### config.mk
export PLATFORM = sky130hd
export DESIGN_NAME = hbc_ctrl
export DESIGN_NICKNAME = d
export VERILOG_FILES = /design/src/include/hbc_pkg.sv /design/src/rtl/hbc_pwm.sv /design/src/rtl/hbc_ctrl.sv
export SDC_FILE = /design/constraint.sdc
export NUM_CORES = 1
export LEC_CHECK = 0
export ABC_AREA = 0
export BUFFER_PORTS_ARGS = -buffer_cell sky130_fd_sc_hd__buf_2
export CAP_MARGIN = 20
export CORE_MARGIN = 2
export CORE_UTILIZATION = 45
export CTS_CLUSTER_SIZE = 24
export DETAILED_ROUTE_END_ITERATION = 8
export PLACE_DENSITY_LB_ADDON = 0.2
export SETUP_SLACK_MARGIN = 0.2
export SYNTH_ARGS = -nofsm -noshare
export SYNTH_HDL_FRONTEND = slang
export SYNTH_SLANG_ARGS = --single-unit
export TNS_END_PERCENT = 30
### constraint.sdc
create_clock -name clk -period 1.6 [get_ports clk]
set_input_delay 0.16 -clock clk [delete_from_list [all_inputs] [get_ports clk]]
set_output_delay 0.16 -clock clk [all_outputs]
set_load 0.02 [all_outputs]
### src/include/hbc_pkg.sv
package hbc_pkg;

   localparam int CLK_HZ          = 20_000_000;
   localparam int CLK_PERIOD_NS   = 50;

   // PWM carrier; must sit inside the driver's accepted toggle range
   localparam int PWM_MIN_HZ      = 1_000;
   localparam int PWM_MAX_HZ      = 500_000;
   localparam int PWM_HZ          = 20_000;
   localparam int PWM_PERIOD_CYCLES = CLK_HZ / PWM_HZ;
   localparam int PWM_CNT_W       = 11;
   localparam int DUTY_W          = 8;

   // Standby low pulse used to clear a latched over-current shutdown
   localparam int RECOVER_TIME_NS = 10_000;
   localparam int RECOVER_CYCLES  =
      (RECOVER_TIME_NS + CLK_PERIOD_NS - 1) / CLK_PERIOD_NS;
   localparam int REC_CNT_W       = 8;

   localparam int NUM_CH          = 2;

   typedef enum logic [1:0] {
      HBC_MODE_STOP  = 2'b00,
      HBC_MODE_FWD   = 2'b01,
      HBC_MODE_REV   = 2'b10,
      HBC_MODE_BRAKE = 2'b11
   } hbc_mode_t;

   typedef enum logic [1:0] {
      HBC_ST_OFF     = 2'b00,
      HBC_ST_RUN     = 2'b01,
      HBC_ST_RECOVER = 2'b10
   } hbc_state_t;

   // Pin pair encoding: bit 1 is the first control input, bit 0 the second
   localparam logic [1:0] PAIR_OFF   = 2'b00;
   localparam logic [1:0] PAIR_FWD   = 2'b01;
   localparam logic [1:0] PAIR_REV   = 2'b10;
   localparam logic [1:0] PAIR_BRAKE = 2'b11;

endpackage

### src/rtl/hbc_pwm.sv
`timescale 1ns/1ps
module hbc_pwm (
   input  wire logic                         clk,
   input  wire logic                         rst_n,
   input  wire logic [hbc_pkg::DUTY_W-1:0]   duty,
   output logic                              pwm_on,
   output logic                              wrap
);

   localparam logic [hbc_pkg::PWM_CNT_W-1:0] LAST =
      hbc_pkg::PWM_CNT_W'(hbc_pkg::PWM_PERIOD_CYCLES - 1);
   localparam logic [hbc_pkg::PWM_CNT_W+hbc_pkg::DUTY_W-1:0] PERIOD_W =
      (hbc_pkg::PWM_CNT_W + hbc_pkg::DUTY_W)'(hbc_pkg::PWM_PERIOD_CYCLES);

   logic [hbc_pkg::PWM_CNT_W-1:0]               cnt;
   logic [hbc_pkg::PWM_CNT_W-1:0]               next_cnt;
   logic                                        next_pwm_on;
   logic                                        next_wrap;
   logic [hbc_pkg::PWM_CNT_W+hbc_pkg::DUTY_W-1:0] level;

   // Full scale duty 255 gives 996/1000 on time, never a full on period
   always_comb begin
      level = ((hbc_pkg::PWM_CNT_W + hbc_pkg::DUTY_W)'(duty) * PERIOD_W)
              >> hbc_pkg::DUTY_W;
      next_wrap = (cnt == LAST);
      next_cnt = next_wrap ? '0 : cnt + 1'b1;
      next_pwm_on = ((hbc_pkg::PWM_CNT_W + hbc_pkg::DUTY_W)'(cnt) < level);
   end

   always_ff @(posedge clk or negedge rst_n) begin
      if (!rst_n) begin
         cnt <= '0;
         pwm_on <= 1'b0;
         wrap <= 1'b0;
      end else begin
         cnt <= next_cnt;
         pwm_on <= next_pwm_on;
         wrap <= next_wrap;
      end
   end

   pwm_wrap_spacing_a: assert property (
      @(posedge clk) disable iff (!rst_n)
      wrap |=> !wrap [*8])
      else $error("PWM period shorter than allowed");

   zero_duty_off_a: assert property (
      @(posedge clk) disable iff (!rst_n)
      (duty == '0) |=> !pwm_on)
      else $error("PWM on with zero duty");

endmodule

### src/rtl/hbc_ctrl.sv
`timescale 1ns/1ps
// Summary of operation
// - Controller goes straight between drive states, no off gap of its own.
// - Controller pulses standby low then high to clear latched over-current.
// - Controller can also clear it by all inputs low, then resuming.
// - Controller holds inputs and standby low while supplies switch.
// - Controller toggles control inputs between 1 kHz and 500 kHz.
module hbc_ctrl (
   input  wire logic                        clk,
   input  wire logic                        reset_n,
   input  wire logic                        power_stable,
   input  wire logic [1:0]                  mode_a,
   input  wire logic [1:0]                  mode_b,
   input  wire logic [hbc_pkg::DUTY_W-1:0]  duty_a,
   input  wire logic [hbc_pkg::DUTY_W-1:0]  duty_b,
   input  wire logic                        recover_req,
   input  wire logic                        recover_by_stop,
   output logic                             standby_n,
   output logic                             ctrl_a_first,
   output logic                             ctrl_a_second,
   output logic                             ctrl_b_first,
   output logic                             ctrl_b_second,
   output logic                             recovering
);

   localparam logic [hbc_pkg::REC_CNT_W-1:0] REC_LAST =
      hbc_pkg::REC_CNT_W'(hbc_pkg::RECOVER_CYCLES - 1);

   logic                          rst_meta;
   logic                          rst_n;
   hbc_pkg::hbc_state_t           state;
   hbc_pkg::hbc_state_t           next_state;
   logic [hbc_pkg::REC_CNT_W-1:0] rec_cnt;
   logic [hbc_pkg::REC_CNT_W-1:0] next_rec_cnt;
   logic                          rec_kind;
   logic                          next_rec_kind;
   logic                          next_standby_n;
   logic                          next_recovering;
   logic [1:0]                    pair [hbc_pkg::NUM_CH];
   logic [1:0]                    next_pair [hbc_pkg::NUM_CH];
   logic [hbc_pkg::NUM_CH-1:0]    pwm_on;
   logic [1:0]                    mode_in [hbc_pkg::NUM_CH];
   logic [hbc_pkg::DUTY_W-1:0]    duty_in [hbc_pkg::NUM_CH];
   logic                          take_req;

   // Reset released through two flops; only the second is used
   always_ff @(posedge clk or negedge reset_n) begin
      if (!reset_n) begin
         rst_meta <= 1'b0;
         rst_n <= 1'b0;
      end else begin
         rst_meta <= 1'b1;
         rst_n <= rst_meta;
      end
   end

   assign mode_in[0] = mode_a;
   assign mode_in[1] = mode_b;
   assign duty_in[0] = duty_a;
   assign duty_in[1] = duty_b;

   genvar ch;
   generate
      for (ch = 0; ch < hbc_pkg::NUM_CH; ch++) begin : g_ch
         hbc_pwm u_pwm (
            .clk    (clk),
            .rst_n  (rst_n),
            .duty   (duty_in[ch]),
            .pwm_on (pwm_on[ch]),
            .wrap   ()
         );
      end
   endgenerate

   // Off phase of the carrier is short brake (slow decay). The driver
   // keeps its own dead time, so drive and brake follow back to back.
   function automatic logic [1:0] drive_pair(input logic [1:0] mode,
                                             input logic       on);
      logic [1:0] p;
      p = hbc_pkg::PAIR_OFF;
      unique case (hbc_pkg::hbc_mode_t'(mode))
         hbc_pkg::HBC_MODE_STOP:  p = hbc_pkg::PAIR_OFF;
         hbc_pkg::HBC_MODE_FWD:   p = on ? hbc_pkg::PAIR_FWD
                                         : hbc_pkg::PAIR_BRAKE;
         hbc_pkg::HBC_MODE_REV:   p = on ? hbc_pkg::PAIR_REV
                                         : hbc_pkg::PAIR_BRAKE;
         hbc_pkg::HBC_MODE_BRAKE: p = hbc_pkg::PAIR_BRAKE;
      endcase
      return p;
   endfunction

   assign take_req = (state == hbc_pkg::HBC_ST_RUN) && power_stable &&
                     recover_req;

   always_comb begin
      next_state = state;
      next_rec_cnt = rec_cnt;
      next_rec_kind = rec_kind;
      unique case (state)
         hbc_pkg::HBC_ST_OFF: begin
            if (power_stable) begin
               next_state = hbc_pkg::HBC_ST_RUN;
            end
         end
         hbc_pkg::HBC_ST_RUN: begin
            if (take_req) begin
               next_state = hbc_pkg::HBC_ST_RECOVER;
               next_rec_cnt = REC_LAST;
               next_rec_kind = recover_by_stop;
            end
         end
         hbc_pkg::HBC_ST_RECOVER: begin
            if (rec_cnt == '0) begin
               next_state = hbc_pkg::HBC_ST_RUN;
            end else begin
               next_rec_cnt = rec_cnt - 1'b1;
            end
         end
         default: next_state = hbc_pkg::HBC_ST_OFF;
      endcase
      // Supplies switching overrides everything, even a recovery
      if (!power_stable) begin
         next_state = hbc_pkg::HBC_ST_OFF;
      end
   end

   always_comb begin
      next_standby_n = 1'b0;
      next_recovering = (next_state == hbc_pkg::HBC_ST_RECOVER);
      for (int i = 0; i < hbc_pkg::NUM_CH; i++) begin
         next_pair[i] = hbc_pkg::PAIR_OFF;
      end
      unique case (next_state)
         hbc_pkg::HBC_ST_RUN: begin
            next_standby_n = 1'b1;
            for (int i = 0; i < hbc_pkg::NUM_CH; i++) begin
               next_pair[i] = drive_pair(mode_in[i], pwm_on[i]);
            end
         end
         hbc_pkg::HBC_ST_RECOVER: begin
            // Stop-all recovery keeps standby high, the other pulses it
            next_standby_n = next_rec_kind;
         end
         default: next_standby_n = 1'b0;
      endcase
   end

   always_ff @(posedge clk or negedge rst_n) begin
      if (!rst_n) begin
         state <= hbc_pkg::HBC_ST_OFF;
         rec_cnt <= '0;
         rec_kind <= 1'b0;
         standby_n <= 1'b0;
         recovering <= 1'b0;
         for (int i = 0; i < hbc_pkg::NUM_CH; i++) begin
            pair[i] <= hbc_pkg::PAIR_OFF;
         end
      end else begin
         state <= next_state;
         rec_cnt <= next_rec_cnt;
         rec_kind <= next_rec_kind;
         standby_n <= next_standby_n;
         recovering <= next_recovering;
         for (int i = 0; i < hbc_pkg::NUM_CH; i++) begin
            pair[i] <= next_pair[i];
         end
      end
   end

   assign ctrl_a_first  = pair[0][1];
   assign ctrl_a_second = pair[0][0];
   assign ctrl_b_first  = pair[1][1];
   assign ctrl_b_second = pair[1][0];

   power_off_safe_a: assert property (
      @(posedge clk) disable iff (!rst_n)
      !power_stable |=> !standby_n && !ctrl_a_first && !ctrl_a_second &&
                        !ctrl_b_first && !ctrl_b_second)
      else $error("Pins not parked while supplies switch");

   standby_pulse_a: assert property (
      @(posedge clk) disable iff (!rst_n)
      (take_req && !recover_by_stop) |=> !standby_n [*8])
      else $error("Standby recovery pulse too short");

   standby_release_a: assert property (
      @(posedge clk) disable iff (!rst_n)
      (state == hbc_pkg::HBC_ST_RECOVER && rec_cnt == '0 && power_stable)
      |=> standby_n && !recovering)
      else $error("Recovery did not return to run");

   stop_all_hold_a: assert property (
      @(posedge clk) disable iff (!rst_n)
      (take_req && recover_by_stop) |=>
      (standby_n && !ctrl_a_first && !ctrl_a_second &&
       !ctrl_b_first && !ctrl_b_second) [*8])
      else $error("Stop-all recovery not held");

   fwd_no_gap_a: assert property (
      @(posedge clk) disable iff (!rst_n)
      (next_state == hbc_pkg::HBC_ST_RUN && state == hbc_pkg::HBC_ST_RUN &&
       mode_a == hbc_pkg::HBC_MODE_FWD) |=> ctrl_a_second && standby_n)
      else $error("Forward drive inserted an off gap");

   rev_drive_a: assert property (
      @(posedge clk) disable iff (!rst_n)
      (next_state == hbc_pkg::HBC_ST_RUN && mode_b == hbc_pkg::HBC_MODE_REV)
      |=> ctrl_b_first)
      else $error("Reverse drive lost first input");

   recover_cov: cover property (
      @(posedge clk) disable iff (!rst_n)
      take_req && !recover_by_stop ##1 recovering);

   stop_recover_cov: cover property (
      @(posedge clk) disable iff (!rst_n)
      take_req && recover_by_stop ##1 recovering);

   pwm_toggle_cov: cover property (
      @(posedge clk) disable iff (!rst_n)
      $rose(ctrl_a_second) ##[1:1000] $fell(ctrl_a_first));

endmodule

==> impl.org, run 1 <==
** Yosys
- Sorting the synthesized cells by area gives the leading types as sky130_fd_sc_hd__ha_1 25%, sky130_fd_sc_hd__dfrtp_1 22%, sky130_fd_sc_hd__fa_1 17%, sky130_fd_sc_hd__inv_1 5.6%, sky130_fd_sc_hd__xor2_1 5.1%.
- Mapped Area :: 4790 um^2
- The synthesized design contains 0 enable-type register cells.
- Mean area per synthesized cell :: 10.1 um^2
- When the netlist entered floorplanning its net count stood at 632.
- In the post-synthesis netlist, the cell with the most instances is sky130_fd_sc_hd__ha_1.
- Number of warning messages in the yosys log :: 0
- Synthesis instantiated 45 different standard cells from the library.
- Most used DFF post-synth :: sky130_fd_sc_hd__dfrtp_1
- Fraction of synthesized cell area taken by the top area cell type :: 24.8%
- The cell count after synthesis came out at 472.
- Seq cells post-synth :: 43
- Post-synthesis async set-or-reset flop share :: 100%
- The biggest area contributor in the post-synthesis netlist is sky130_fd_sc_hd__ha_1.
- Leading post-synthesis cells by instance count :: 95 x sky130_fd_sc_hd__ha_1, 71 x sky130_fd_sc_hd__inv_1, 43 x sky130_fd_sc_hd__dfrtp_1
- Post-synthesis sequential area ratio :: 22.5%

** Worst setup path
- Setup slack on the worst reg-to-reg path comes out at -330 ps.
- Worst setup path endpoint :: g_ch[0].u_pwm.pwm_on
- Type of the worst setup path :: primary input to flip-flop
- Cell seen most often among critical-path stages :: sky130_fd_sc_hd__a21o_1
- CP Launch Type :: primary input
- Measured in cells, the most critical reg-to-reg path has a length of 7.
- In this run the worst setup path begins at duty_a[2].
- Walking the worst path, the cells encountered are buf_8 > fa_1 > xor2_1 > ha_1 > fa_1 > inv_1 > fa_1 > inv_2 > ha_4 > o21ai_2 > a22oi_2 > a21o_1 > a21oi_2 > xor2_1 > ha_1 > a21o_1 > a21o_1 > a21o_1 > a211o_1 > a2111oi_4.
- Slowest cell delay on critical path :: 570 ps
- The worst setup path is captured at a flip-flop.
- Data required, critical path :: 1790 ps
- For the worst setup path, the data arrival time is 4610 ps.
- Startpoint of the lowest-slack register-to-register path :: rec_cnt[3]
- The worst register-to-register path ends at standby_n.
- Along the worst path, the maximum fanout reaches 4.
- Slowest-stage cell, CP :: sky130_fd_sc_hd__fa_1

** Routing
- Via/cell ratio :: 4.94
- First-pass iteration count of the detailed router :: 4
- The routed layout has 3759 vias.
- For this run, design rule violations remaining after detail routing come to 0.
- Dividing the detail-routed wire length by the instance count gives 12.5 um.
- Initial detailed-routing violation count :: 115
- In this run the remaining antenna-violating nets after routing total 0.
- Total detailed-routing wirelength :: 9520 um

** Finish
- Layout Area Growth over Synthesis :: 35.8%
- Post-layout util :: 63.0%
- Share of cells above drive strength 1 :: 35.8%
- Leaving out filler cells and counting taps, the final layout contains 761.
- In the final design database the tool counted 785 nets.
- The repair_antennas step left the layout with diodes totalling 0.

** Clock tree
- The tree is rooted in a sky130_fd_sc_hd__clkbuf_8.
- Clock latency on the worst-skew pair, taken at its later pin, is 290 ps.
- Clock slew at the register clock pins of the worst setup and hold paths :: 80 ps
- The H-tree generated during clock tree synthesis spans 2 levels.
- Maximum buffer depth of the clock tree :: 2
- TritonCTS clock tree :: done
- Clock sink count :: 43
- Number of buffers inserted during clock tree synthesis :: 5

** Place
- Detailed placement ended at an HPWL of 7910 um.
- During placement, the flow inserted port buffers numbering 30.
- Once placement completed, the tool counted placed cells totaling 748.
- GP Congestion :: 0.768
- At the placement stage, the worst setup path has a slack of -3240 ps.

** Pwr
- VDD sags by at most 753 uV.
- Leakage Power :: 3.35 nW
- PD cells :: 1340 nW/um^2

** Global routing
- Total global routing overflow :: 0
- The via count of the first global-routing pass came to 3866.
- First-pass GRT wire length :: 16600 um
- For this run, the total global-route usage over all layers was measured as 17.5%.
- Largest net degree at the start of global routing :: 42
- Initial antenna violation count :: 0

** Status
- The checks that failed: negative setup slack.
- Outcome :: finished with violations

** Worst hold path
- Hold wc startpoint :: mode_b[1]
- Hold WC Path Type :: primary input to flip-flop

** STA
- The clock arrives with 3.13 ps of skew.
- Of the available clock period, the critical path in the final layout requires 276%.
- Clock period minus worst slack :: 4420 ps
- Setup repair after global routing could not meet its margin everywhere.
- Hold Slack :: 95.8 ps
- For the pin with the worst max-slew slack, the measured transition is 531 ps.
- Final critical-path setup slack :: -2820 ps
- Setup Viol. Count Final :: 18
- Final hold violation count :: 0
- After routing, the total negative slack on setup checks comes to -9140 ps.
- Slew Viols, Final :: 0
- Highest clock frequency the design can meet :: 226 MHz
- In this run the tightest slew margin relative to its limit is 63.7%.

** Floorplanning
- Die Height :: 107 um
- From left edge to right edge, the die measures 107 um.
- Row count :: 37
- The floorplan step defined a die boundary enclosing 11500 um^2.
- Area inside the core boundary :: 10300 um^2
- 31 I/O pins were placed.
- Initial cell density of the core :: 46.4%

** Flow run
- Reported max-cap violation count :: 0
sequential cells by signal, summed over array words and instances (netlist names):
register / count
rst_meta: 1
ctrl_a_first: 1
ctrl_b_second: 1
rst_n: 1
state: 2
rec_cnt: 8
g_ch.u_pwm.cnt: 22
g_ch.u_pwm.pwm_on: 2
ctrl_a_second: 1
recovering: 1
standby_n: 1
rec_kind: 1
ctrl_b_first: 1
worst max-delay path: cells and delay by family:
kind                       cells  cell delay [ps]
buffers and inverters          3              210
xor gates and xnor gates       2              330
AOI/OAI and AO/OA              9             1540
adders and majority gates      6             2370
kinds of logic (layout without fill, tap and decap cells):
logic type	Yosys count	count (layout)	synth area share, %
other cells	1	1	0.0783
buf+inv	73	226	5.72
xor+xnor	46	46	8.41
simple gates	104	104	10.8
flops	43	43	22.5
fa+ha+maj	135	135	41.5
compound gates	70	70	11.0
routing by layer:
layer  global-route usage, %  part of all wire (%)  vias up
met4                    3.06                  0.95        0
met1                    22.7                    45     1807
met2                    32.0                    52       35
li1                        -                     -     1906
met5                       0                     0        -
met3                    1.52                   1.4       11
layout make-up:
class | instances | area (um^2)
clock buffers | 6 | 82.6
clock inverters | 1 | 5.00
fillers | 849 | 3820
inverters | 72 | 270
multi-input cells | 356 | 3800
flip-flops and latches | 43 | 1080
well taps | 136 | 170
repair buffers | 147 | 1100
cell usage in the layout, fill, tap and decap left out, types with 7 or more instances in the layout:
cell	count
sky130_fd_sc_hd__buf_2	23
sky130_fd_sc_hd__buf_6	10
sky130_fd_sc_hd__a21oi_1	7
sky130_fd_sc_hd__a21o_1	11
sky130_fd_sc_hd__nor3_1	8
sky130_fd_sc_hd__o21a_1	8
sky130_fd_sc_hd__a21oi_2	7
sky130_fd_sc_hd__nor2b_1	8
sky130_fd_sc_hd__ha_4	7
sky130_fd_sc_hd__xor2_1	28
sky130_fd_sc_hd__buf_4	111
sky130_fd_sc_hd__nor2_4	9
sky130_fd_sc_hd__nor2_1	21
sky130_fd_sc_hd__fa_1	40
sky130_fd_sc_hd__nand3_1	11
sky130_fd_sc_hd__xnor2_1	17
sky130_fd_sc_hd__inv_1	66
sky130_fd_sc_hd__ha_1	86
sky130_fd_sc_hd__dfrtp_1	43
sky130_fd_sc_hd__nand2_1	13
through the flow:
step	cell area [um^2]	total power, mW
detailed placement	6040	7.24
floorplan	4890	5.26
finish	6500	8.70
global route	6500	9.60
CTS	6360	8.42
global placement	6040	7.07
worst min-delay path by stage:
stage | cells after the start | end | slack, ps
after floorplan | 0 | rst_meta | -140
after CTS | 2 | ctrl_b_first | 90
after global routing | 2 | ctrl_b_first | 90
after detailed placement | 1 | rst_meta | -50
after global placement | 1 | rst_n | -60
final | 2 | ctrl_b_first | 100
report_power, final:
group          switching (mW)  total [mW]  internal [mW]
registers              0.0218        1.16           1.13
clock network           0.350       0.689          0.339
logic                    3.12        6.86           3.73
timing repair:
action,4_1_cts,5_1_grt
setup buffers,3,2
setup endpoints to repair,34,35
pin swaps,55,24
endpoints found under the hold margin,2,0
resized for setup,52,29
hold buffers,1,0
Note: power is estimated with default switching activity, not from simulation.
==> run 2, diff against run 1 <==
CORE_MARGIN = not set   (was 2)
==> run 2 against run 1 <==
Net effect:
- the run still ends with negative setup slack left
- sequential power hardly changed
- clock power is 3.5% lower
- clock skew is 4.9 ps higher
- setup slack better by 90 ps
- first-iteration DRC count is 11% higher
- critical endpoint unchanged
- largest cell class unchanged
- highest routed layer unchanged
==> impl.org, run 2 (same netlist as run 1, synthesis figures left out) <==
** STA
- Setup violations remaining at the end of the flow were counted as 18.
- Setup repair after global routing could not meet its margin everywhere.
- Slew Viols, Final :: 0
- Clock period minus worst slack :: 4330 ps
- Tightest Pin Transition :: 635 ps
- Final critical-path setup slack :: -2730 ps
- The worst path uses 271% of the clock period.
- For the final routed database, the setup TNS stands at -9430 ps.
- The count of endpoints failing hold in the final timing report was 0.
- Between clock sinks in the finished design, the worst skew comes to 8.06 ps.
- Highest clock frequency the design can meet :: 231 MHz
- Measured against its own limit, the worst slew margin works out to 57.6%.

** Pwr
- In this run the static leakage power is 3.32 nW.
- The worst-case IR drop observed on VDD is 827 uV.
- Net switching is 40.5% of the power.
- In this run the power spent charging and discharging nets is 3.44 mW.
- Dividing total power by cell area gives a power density of 1310 nW/um^2.
- Internal portion of total power :: 5.04 mW
- Summing internal, switching and leakage power gives 8.48 mW.
- Sequential cells account for 13.6% of the total power.
- Of the total power, the clock network draws 7.8%.
- Share of total power in combinational logic :: 78.5%

** Worst setup path
- Path length in cells of the critical path :: 20
- Counting stages on the worst path, the most repeated cell is sky130_fd_sc_hd__a21o_1.
- The worst setup path is launched from a primary input.
- Counting both buffers and inverters, the worst setup path holds a total of 3.
- On the worst path, the slowest cell contributes a delay of 560 ps.
- The critical path starts at duty_a[0].
- The signal on the critical path passes through buf_6 > fa_1 > xor2_1 > ha_1 > fa_1 > inv_1 > fa_1 > inv_2 > ha_4 > o21ai_2 > a22oi_2 > a21o_1 > a21oi_2 > xor2_1 > ha_1 > a21o_1 > a21o_1 > a21o_1 > a211o_1 > a2111oi_4.
- CP endpoint kind :: flip-flop
- Critical-path maximum fanout :: 2
- For the worst setup path, the data required time is 1800 ps.
- Data on the critical path arrives at its endpoint at 4530 ps.
- In this run the critical register-to-register path is launched from rec_cnt[6].
- Grouping stages by cell kind, the critical path spends the most delay in adder cells.
- Number of cells on the worst reg-to-reg path :: 7
- Type of the worst setup path :: primary input to flip-flop
- On the critical path, the stage with the largest delay is an instance of sky130_fd_sc_hd__fa_1.

** Routing
- In the detailed route, the total length drawn on met2 is 4940 um.
- Total detailed-routing wirelength :: 9440 um
- Residual antenna-violating net count after detailed routing :: 0
- Topmost layer with routed signal wires :: met4
- Wire length per cell after detailed routing :: 12.4 um
- Via/cell ratio :: 4.96
- Met1 wire length :: 4240 um
- The detailed router placed 3782 vias in this run.
- For this run, design rule violations remaining after detail routing come to 0.
- Summed over all nets, wire length on met3 after detailed routing comes to 142 um.
- First-pass iteration count of the detailed router :: 4
- For this block, the initial DRC count from the detailed router was 128.

** Global routing
- Largest net degree at the start of global routing :: 42
- The initial antenna violation count was 0.
- First-pass GRT wire length :: 16800 um
- For this run, the total global-route usage over all layers was measured as 18.4%.
- The via count of the first global-routing pass was 3960.
- The total overflow left after global routing is 0.

** Finish
- Number of fillers in the final layout :: 848
- Leading cell types in the layout, fill and taps excluded :: 107 x sky130_fd_sc_hd__buf_4, 87 x sky130_fd_sc_hd__ha_1, 67 x sky130_fd_sc_hd__inv_1
- Finished Cell Area :: 6470 um^2
- Count of antenna diodes in the layout :: 0
- Relative to the synthesized area, the layout overhead comes to 35.0%.
- Register with the highest flop count :: g_ch.u_pwm.cnt
- Leaving out filler cells and counting taps, the final layout contains 762.
- In the final layout, the registers with the most flip-flops are g_ch.u_pwm.cnt (22), rec_cnt (8).
- Sequential cell area in the final layout :: 1080 um^2
- Largest register FFs :: 22
- In the final design database the tool counted 785 nets.
- Leaving out fill and tap cells, the most frequent cell in the layout is sky130_fd_sc_hd__buf_4.
- Share of cells above drive strength 1 :: 35.1%
- Post-layout util :: 62.6%
- The multi-input combinational cells in the finished layout cover a total of 3760 um^2.

** Worst hold path
- In this run the worst hold path is classified as primary input to flip-flop.
- Hold wc startpoint :: mode_b[0]
- Counting instances, the worst hold path has a depth of 2.

** Floorplanning
- Die width :: 105 um
- Initial cell density of the core :: 46.4%
- Number of ports placed on the die boundary :: 31
- Die area :: 11100 um^2
- Area inside the core boundary :: 10300 um^2
- The die is 105 um tall.
- Row count :: 37

** Clock tree
- In this run, CTS created clock tree buffers numbering 5.
- TritonCTS built the clock tree.
- Maximum level of the CTS H-tree :: 2
- Clock root buffer :: sky130_fd_sc_hd__clkbuf_8
- The clock reaches the later pin of the worst-skew pair after 300 ps.
- Clock slew at the register clock pins of the worst setup and hold paths :: 80 ps
- Clock sink count :: 43
- Maximum buffer depth of the clock tree :: 2

** Status
- Outcome :: finished with violations
- Violated checks :: negative setup slack

** Place
- GP Congestion :: 0.777
- Total half-perimeter wirelength after legalization and detailed placement :: 7960 um
- Summing all placed instances gives a cell area of 6030 um^2.
- Cell total after placement :: 746
- # port buffers :: 30

** Flow run
- Reported max-cap violation count :: 0
-- run 2: changes by cell type in the layout (fill, tap and decap cells not counted), sizes merged --
cell and delta:
clkbuf +1
-- run 2: final timing paths --
check	slack, ps	to
worst max-delay path	-2730	g_ch[0].u_pwm.pwm_on
worst min-delay path	90	ctrl_b_second
worst max register to register	-380	ctrl_b_first
worst min register to register	300	rec_cnt[1]
max in group asynchronous	940	g_ch[1].u_pwm.cnt[7]
min in group asynchronous	170	rst_n
-- run 2: cell type report --
cell class / instances / area share (%)
Clock buffer: 7 / 1.18
Clock inverter: 1 / 0.0774
Inverter: 72 / 4.18
Multi-Input combinational cell: 356 / 58.1
Sequential cell: 43 / 16.6
Tap cell: 136 / 2.63
Timing Repair Buffer: 147 / 17.1
-- run 2: layer usage --
| layer | up-vias | track usage, % |
|---|---|---|
| li1 | 1900 | - |
| met1 | 1837 | 23.0 |
| met2 | 33 | 34.0 |
| met3 | 12 | 1.93 |
| met4 | 0 | 3.92 |
| met5 | - | 0 |
-- run 2: power groups by stage --
stage | Clock, mW | Sequential, mW | Combinational, mW
floorplan | 0 | 1.21 | 4.05
global placement | 0 | 1.18 | 5.89
detailed placement | 0 | 1.18 | 6.07
CTS | 0.694 | 1.16 | 6.54
global route | 0.735 | 1.16 | 7.53
finish | 0.665 | 1.16 | 6.66
-- run 2: through the flow --
step / hold WS [ps] / setup WS (ps)
after detailed placement: -52.6 / -3200
final: 93.5 / -2730
after global placement: -55.9 / -3140
after floorplan: -136 / -2900
after CTS: 83.6 / -2750
after global routing: 91.9 / -2970
-- run 2: timing repair --
item / in CTS / in global routing
pin swaps: 56 / 20
gates resized for setup: 54 / 23
setup endpoints to repair: 34 / 35
endpoints found under the hold margin: 2 / 0
hold buffers: 1 / 0
setup buffers: 6 / 1
==> run 3, diff against run 2 <==
ABC_AREA = 1   (was 0)
==> run 3 against run 2 <==
Net effect:
- critical path depth shrank 2
- hold slack improved by 41 ps
- flip-flop and latch count stayed put
- sequential share of layout area down 1.7 points
- register-to-register slack better by 340 ps
- first-iteration DRC count increased by 7.8%
- critical path type unchanged
- cell area increased by 12%
- critical endpoint unchanged
- area after synthesis is 11% higher
- the run still ends with negative setup slack left
- setup slack improved by 420 ps
- total power up 23%
==> impl.org, run 3 <==
** STA
- Setup total negative slack on the finished layout was measured at -4430 ps.
- Final critical-path setup slack :: -2310 ps
- Clock period minus worst slack :: 3910 ps
- Final hold violation count :: 0
- Setup Viol. Count Final :: 4
- Period utilisation layout :: 244%
- For the final database, setup skew stands at 2.78 ps.
- Setup repair after global routing could not meet its margin everywhere.
- Timing would allow up to 256 MHz.
- Slew Viols, Final :: 0

** Yosys
- After synthesis, the share of cell area in mux cells is 0%.
- Post-synthesis sequential area ratio :: 20.2%
- Biggest area consumer among synthesized cells :: sky130_fd_sc_hd__ha_1
- Most used DFF post-synth :: sky130_fd_sc_hd__dfrtp_1
- Adder-cell share of the synthesized area :: 37.4%
- Synth Area in Simple Gates :: 19.0%
- Area fraction in compound gates after synthesis :: 8.64%
- The number of nets handed over by synthesis was 803.
- The number of different library cells used by synthesis comes to 32.
- Fraction of synthesized cell area taken by the top area cell type :: 22.4%
- Leading post-synthesis cells by cell area :: sky130_fd_sc_hd__ha_1 22%, sky130_fd_sc_hd__dfrtp_1 20%, sky130_fd_sc_hd__fa_1 15%, sky130_fd_sc_hd__inv_1 9.2%, sky130_fd_sc_hd__nand2_1 6.9%
- For this run, the number of Yosys warnings is 0.
- Leading post-synthesis cells by instance count :: 130 x sky130_fd_sc_hd__inv_1, 98 x sky130_fd_sc_hd__nand2_1, 95 x sky130_fd_sc_hd__ha_1
- The cell count after synthesis came out at 643.
- Seq cells post-synth :: 43
- Counting flops with a built-in enable in the synthesized netlist gives 0.
- Mapped Area :: 5310 um^2
- Mean area per synthesized cell :: 8.26 um^2
- Combinational family with the most area after synthesis :: adder cells
- Post-synthesis async set-or-reset flop share :: 100%
- Of the total synthesized cell area, the portion taken by XOR and XNOR cells is 4.78%.
- sky130_fd_sc_hd__inv_1 is the most common cell in the netlist.

** Global routing
- Largest net degree at the start of global routing :: 33
- The total overflow left after global routing is 0.
- The via count of the first global-routing pass was 4957.
- First-pass GRT wire length :: 20500 um
- Initial antenna violation count :: 0
- For this run, global-route usage on met2 was measured as 37.7%.
- Global-route total usage across every layer :: 19.8%
- The global routing stage identified its most utilized layer as met2.
- Global routing consumed, on the met3 layer, 2.41% of the routing resources.
- Met1 layer usage reported by global route :: 23.1%

** Finish
- In the layout the commonest cells are 117 x sky130_fd_sc_hd__inv_1, 100 x sky130_fd_sc_hd__buf_4, 88 x sky130_fd_sc_hd__nand2_1.
- Leaving out filler cells and counting taps, the final layout contains 933.
- Count of antenna diodes in the layout :: 0
- Of the cells placed in the final design, the portion with a size suffix greater than 1 is 32.7%.
- In the final layout, the registers with the most flip-flops are g_ch.u_pwm.cnt (22), rec_cnt (8).
- Largest register FFs :: 22
- Layout Area Growth over Synthesis :: 35.8%
- Register with the highest flop count :: g_ch.u_pwm.cnt
- Leading cell type in the layout, fill and taps excluded :: sky130_fd_sc_hd__inv_1
- The final layout contains 949 nets.

** Floorplanning
- The floorplan has 39 rows.
- Area inside the core boundary :: 11500 um^2
- Once the floorplan was initialized, standard cells occupied 46.3% of the core.
- 31 I/O pins were placed.
- The die covers 12200 um^2.
- From bottom edge to top edge, the die measures 111 um.
- The die is 111 um wide.

** Routing
- The first TritonRoute pass finished after 5 iterations.
- For this block, the via count after detailed routing is 4621.
- In the final routed layout, each cell accounts on average for 12.3 um.
- After detailed routing, the number of remaining DRC violations is 0.
- Residual antenna-violating net count after detailed routing :: 0
- In the routed layout, each cell is associated on average with a via count of 4.95.
- The detailed router finished its first iteration with 138 violations.
- Total detailed-routing wirelength :: 11500 um

** Worst setup path
- Critical-path maximum fanout :: 4
- The setup path with the least slack is of type primary input to flip-flop.
- Data required, critical path :: 1760 ps
- Arr. time, crit path :: 4070 ps
- CP Launch Type :: primary input
- STA classifies the critical path endpoint as a flip-flop.

** Clock tree
- CTS built an H-tree with a depth of 2.
- Clock sink count :: 43
- Maximum buffer depth of the clock tree :: 2
- Latest clock arrival within the worst-skew pair :: 280 ps
- TritonCTS clock tree :: done
- Clock root buffer :: sky130_fd_sc_hd__clkbuf_16
- Number of buffers inserted during clock tree synthesis :: 5
- After clock tree synthesis, the clock-pin slew on the worst setup and hold paths is 60 ps.

** Pwr
- For this design the static power due to leakage is 3.86 nW.
- PD cells :: 1440 nW/um^2
- Across the VDD grid, the largest voltage drop is 925 uV.

** Place
- Port buffering added 30 buffers.
- GP Congestion :: 0.867
- Cell total after placement :: 912
- Total half-perimeter wirelength after legalization and detailed placement :: 9300 um

** Status
- Outcome :: finished with violations
- Violated checks :: negative setup slack

** Worst hold path
- Hold WC Path Type :: primary input to flip-flop

** Flow run
- Reported max-cap violation count :: 0
-- run 3: timing repair --
action | in CTS | in global routing
gates resized for setup | 44 | 55
hold endpoints to repair | 2 | 0
pin swaps | 38 | 34
setup buffers | 5 | 6
gates cloned | 0 | 1
setup endpoints to repair | 22 | 25
hold buffers | 1 | 0
-- run 3: kinds of logic after synthesis --
family                   count (synthesis)
XOR/XNOR                                29
AO/OA/AOI/OAI                           79
buffers and inverters                  137
other                                    1
adder cells (fa/ha/maj)                135
flip-flops                              43
AND/OR/NAND/NOR                        219
-- run 3: worst max-delay path: stages --
cell                       delay (ps)
sky130_fd_sc_hd__buf_8            100
sky130_fd_sc_hd__fa_1             540
sky130_fd_sc_hd__inv_1             50
sky130_fd_sc_hd__fa_1             460
sky130_fd_sc_hd__fa_1             500
sky130_fd_sc_hd__fa_1             510
sky130_fd_sc_hd__inv_2             50
sky130_fd_sc_hd__ha_4             250
sky130_fd_sc_hd__buf_4            140
sky130_fd_sc_hd__a21oi_4          140
sky130_fd_sc_hd__o21ai_1           90
sky130_fd_sc_hd__o21bai_2         200
sky130_fd_sc_hd__xnor2_1          150
sky130_fd_sc_hd__ha_1             290
sky130_fd_sc_hd__nand2_1           70
sky130_fd_sc_hd__o21a_1           190
sky130_fd_sc_hd__o21ai_1          110
sky130_fd_sc_hd__a21oi_1           60
-- run 3: final timing paths --
path / from / to / slack (ps) / depth (start not counted)
min in group asynchronous: rst_n / g_ch[1].u_pwm.cnt[4] / 190 / 0
hold / removal: mode_a[0] / ctrl_a_second / 130 / 3
setup reg to reg: rec_cnt[4] / standby_n / -40 / 8
hold reg to reg: rst_n / g_ch[1].u_pwm.cnt[4] / 190 / 0
max in group asynchronous: rst_n / g_ch[0].u_pwm.cnt[1] / 880 / 1
setup / recovery: duty_a[1] / g_ch[0].u_pwm.pwm_on / -2310 / 18
-- run 3: metrics by stage --
step | setup WS [ps] | hold WS (ps) | area (um^2) | util [%] | total power, mW
after floorplan | -2180 | -136 | 5490 | - | 6.20
after global placement | -2470 | -54.0 | 6550 | 57.1 | 8.46
after detailed placement | -2570 | -52.7 | 6550 | 57.1 | 8.72
after CTS | -2270 | 110 | 6910 | 60.3 | 10.1
after global routing | -2500 | 141 | 7220 | 62.9 | 11.5
final | -2310 | 134 | 7220 | 62.9 | 10.4
-- run 3: layout make-up --
cell class,instances,area [um^2]
clock buffer,7,133
clock inverter,1,5.00
fill,997,4250
inverter,136,518
multi-input combinational,463,4240
sequential,43,1080
tap,143,179
timing repair buffer,140,1070
-- run 3: metal layers --
metal  wire length (um)  up-vias  part of all wire, %
met2               6230       43                   54
met3                180       17                  1.6
li1                   -     2341                    -
met1               4960     2220                   43
met4                148        0                  1.3
met5                  0        -                    0
-- run 3: report_power, final --
| part | internal [mW] | switching [mW] |
|---|---|---|
| clock network | 0.577 | 0.398 |
| logic | 4.03 | 4.19 |
| registers | 1.16 | 0.0558 |
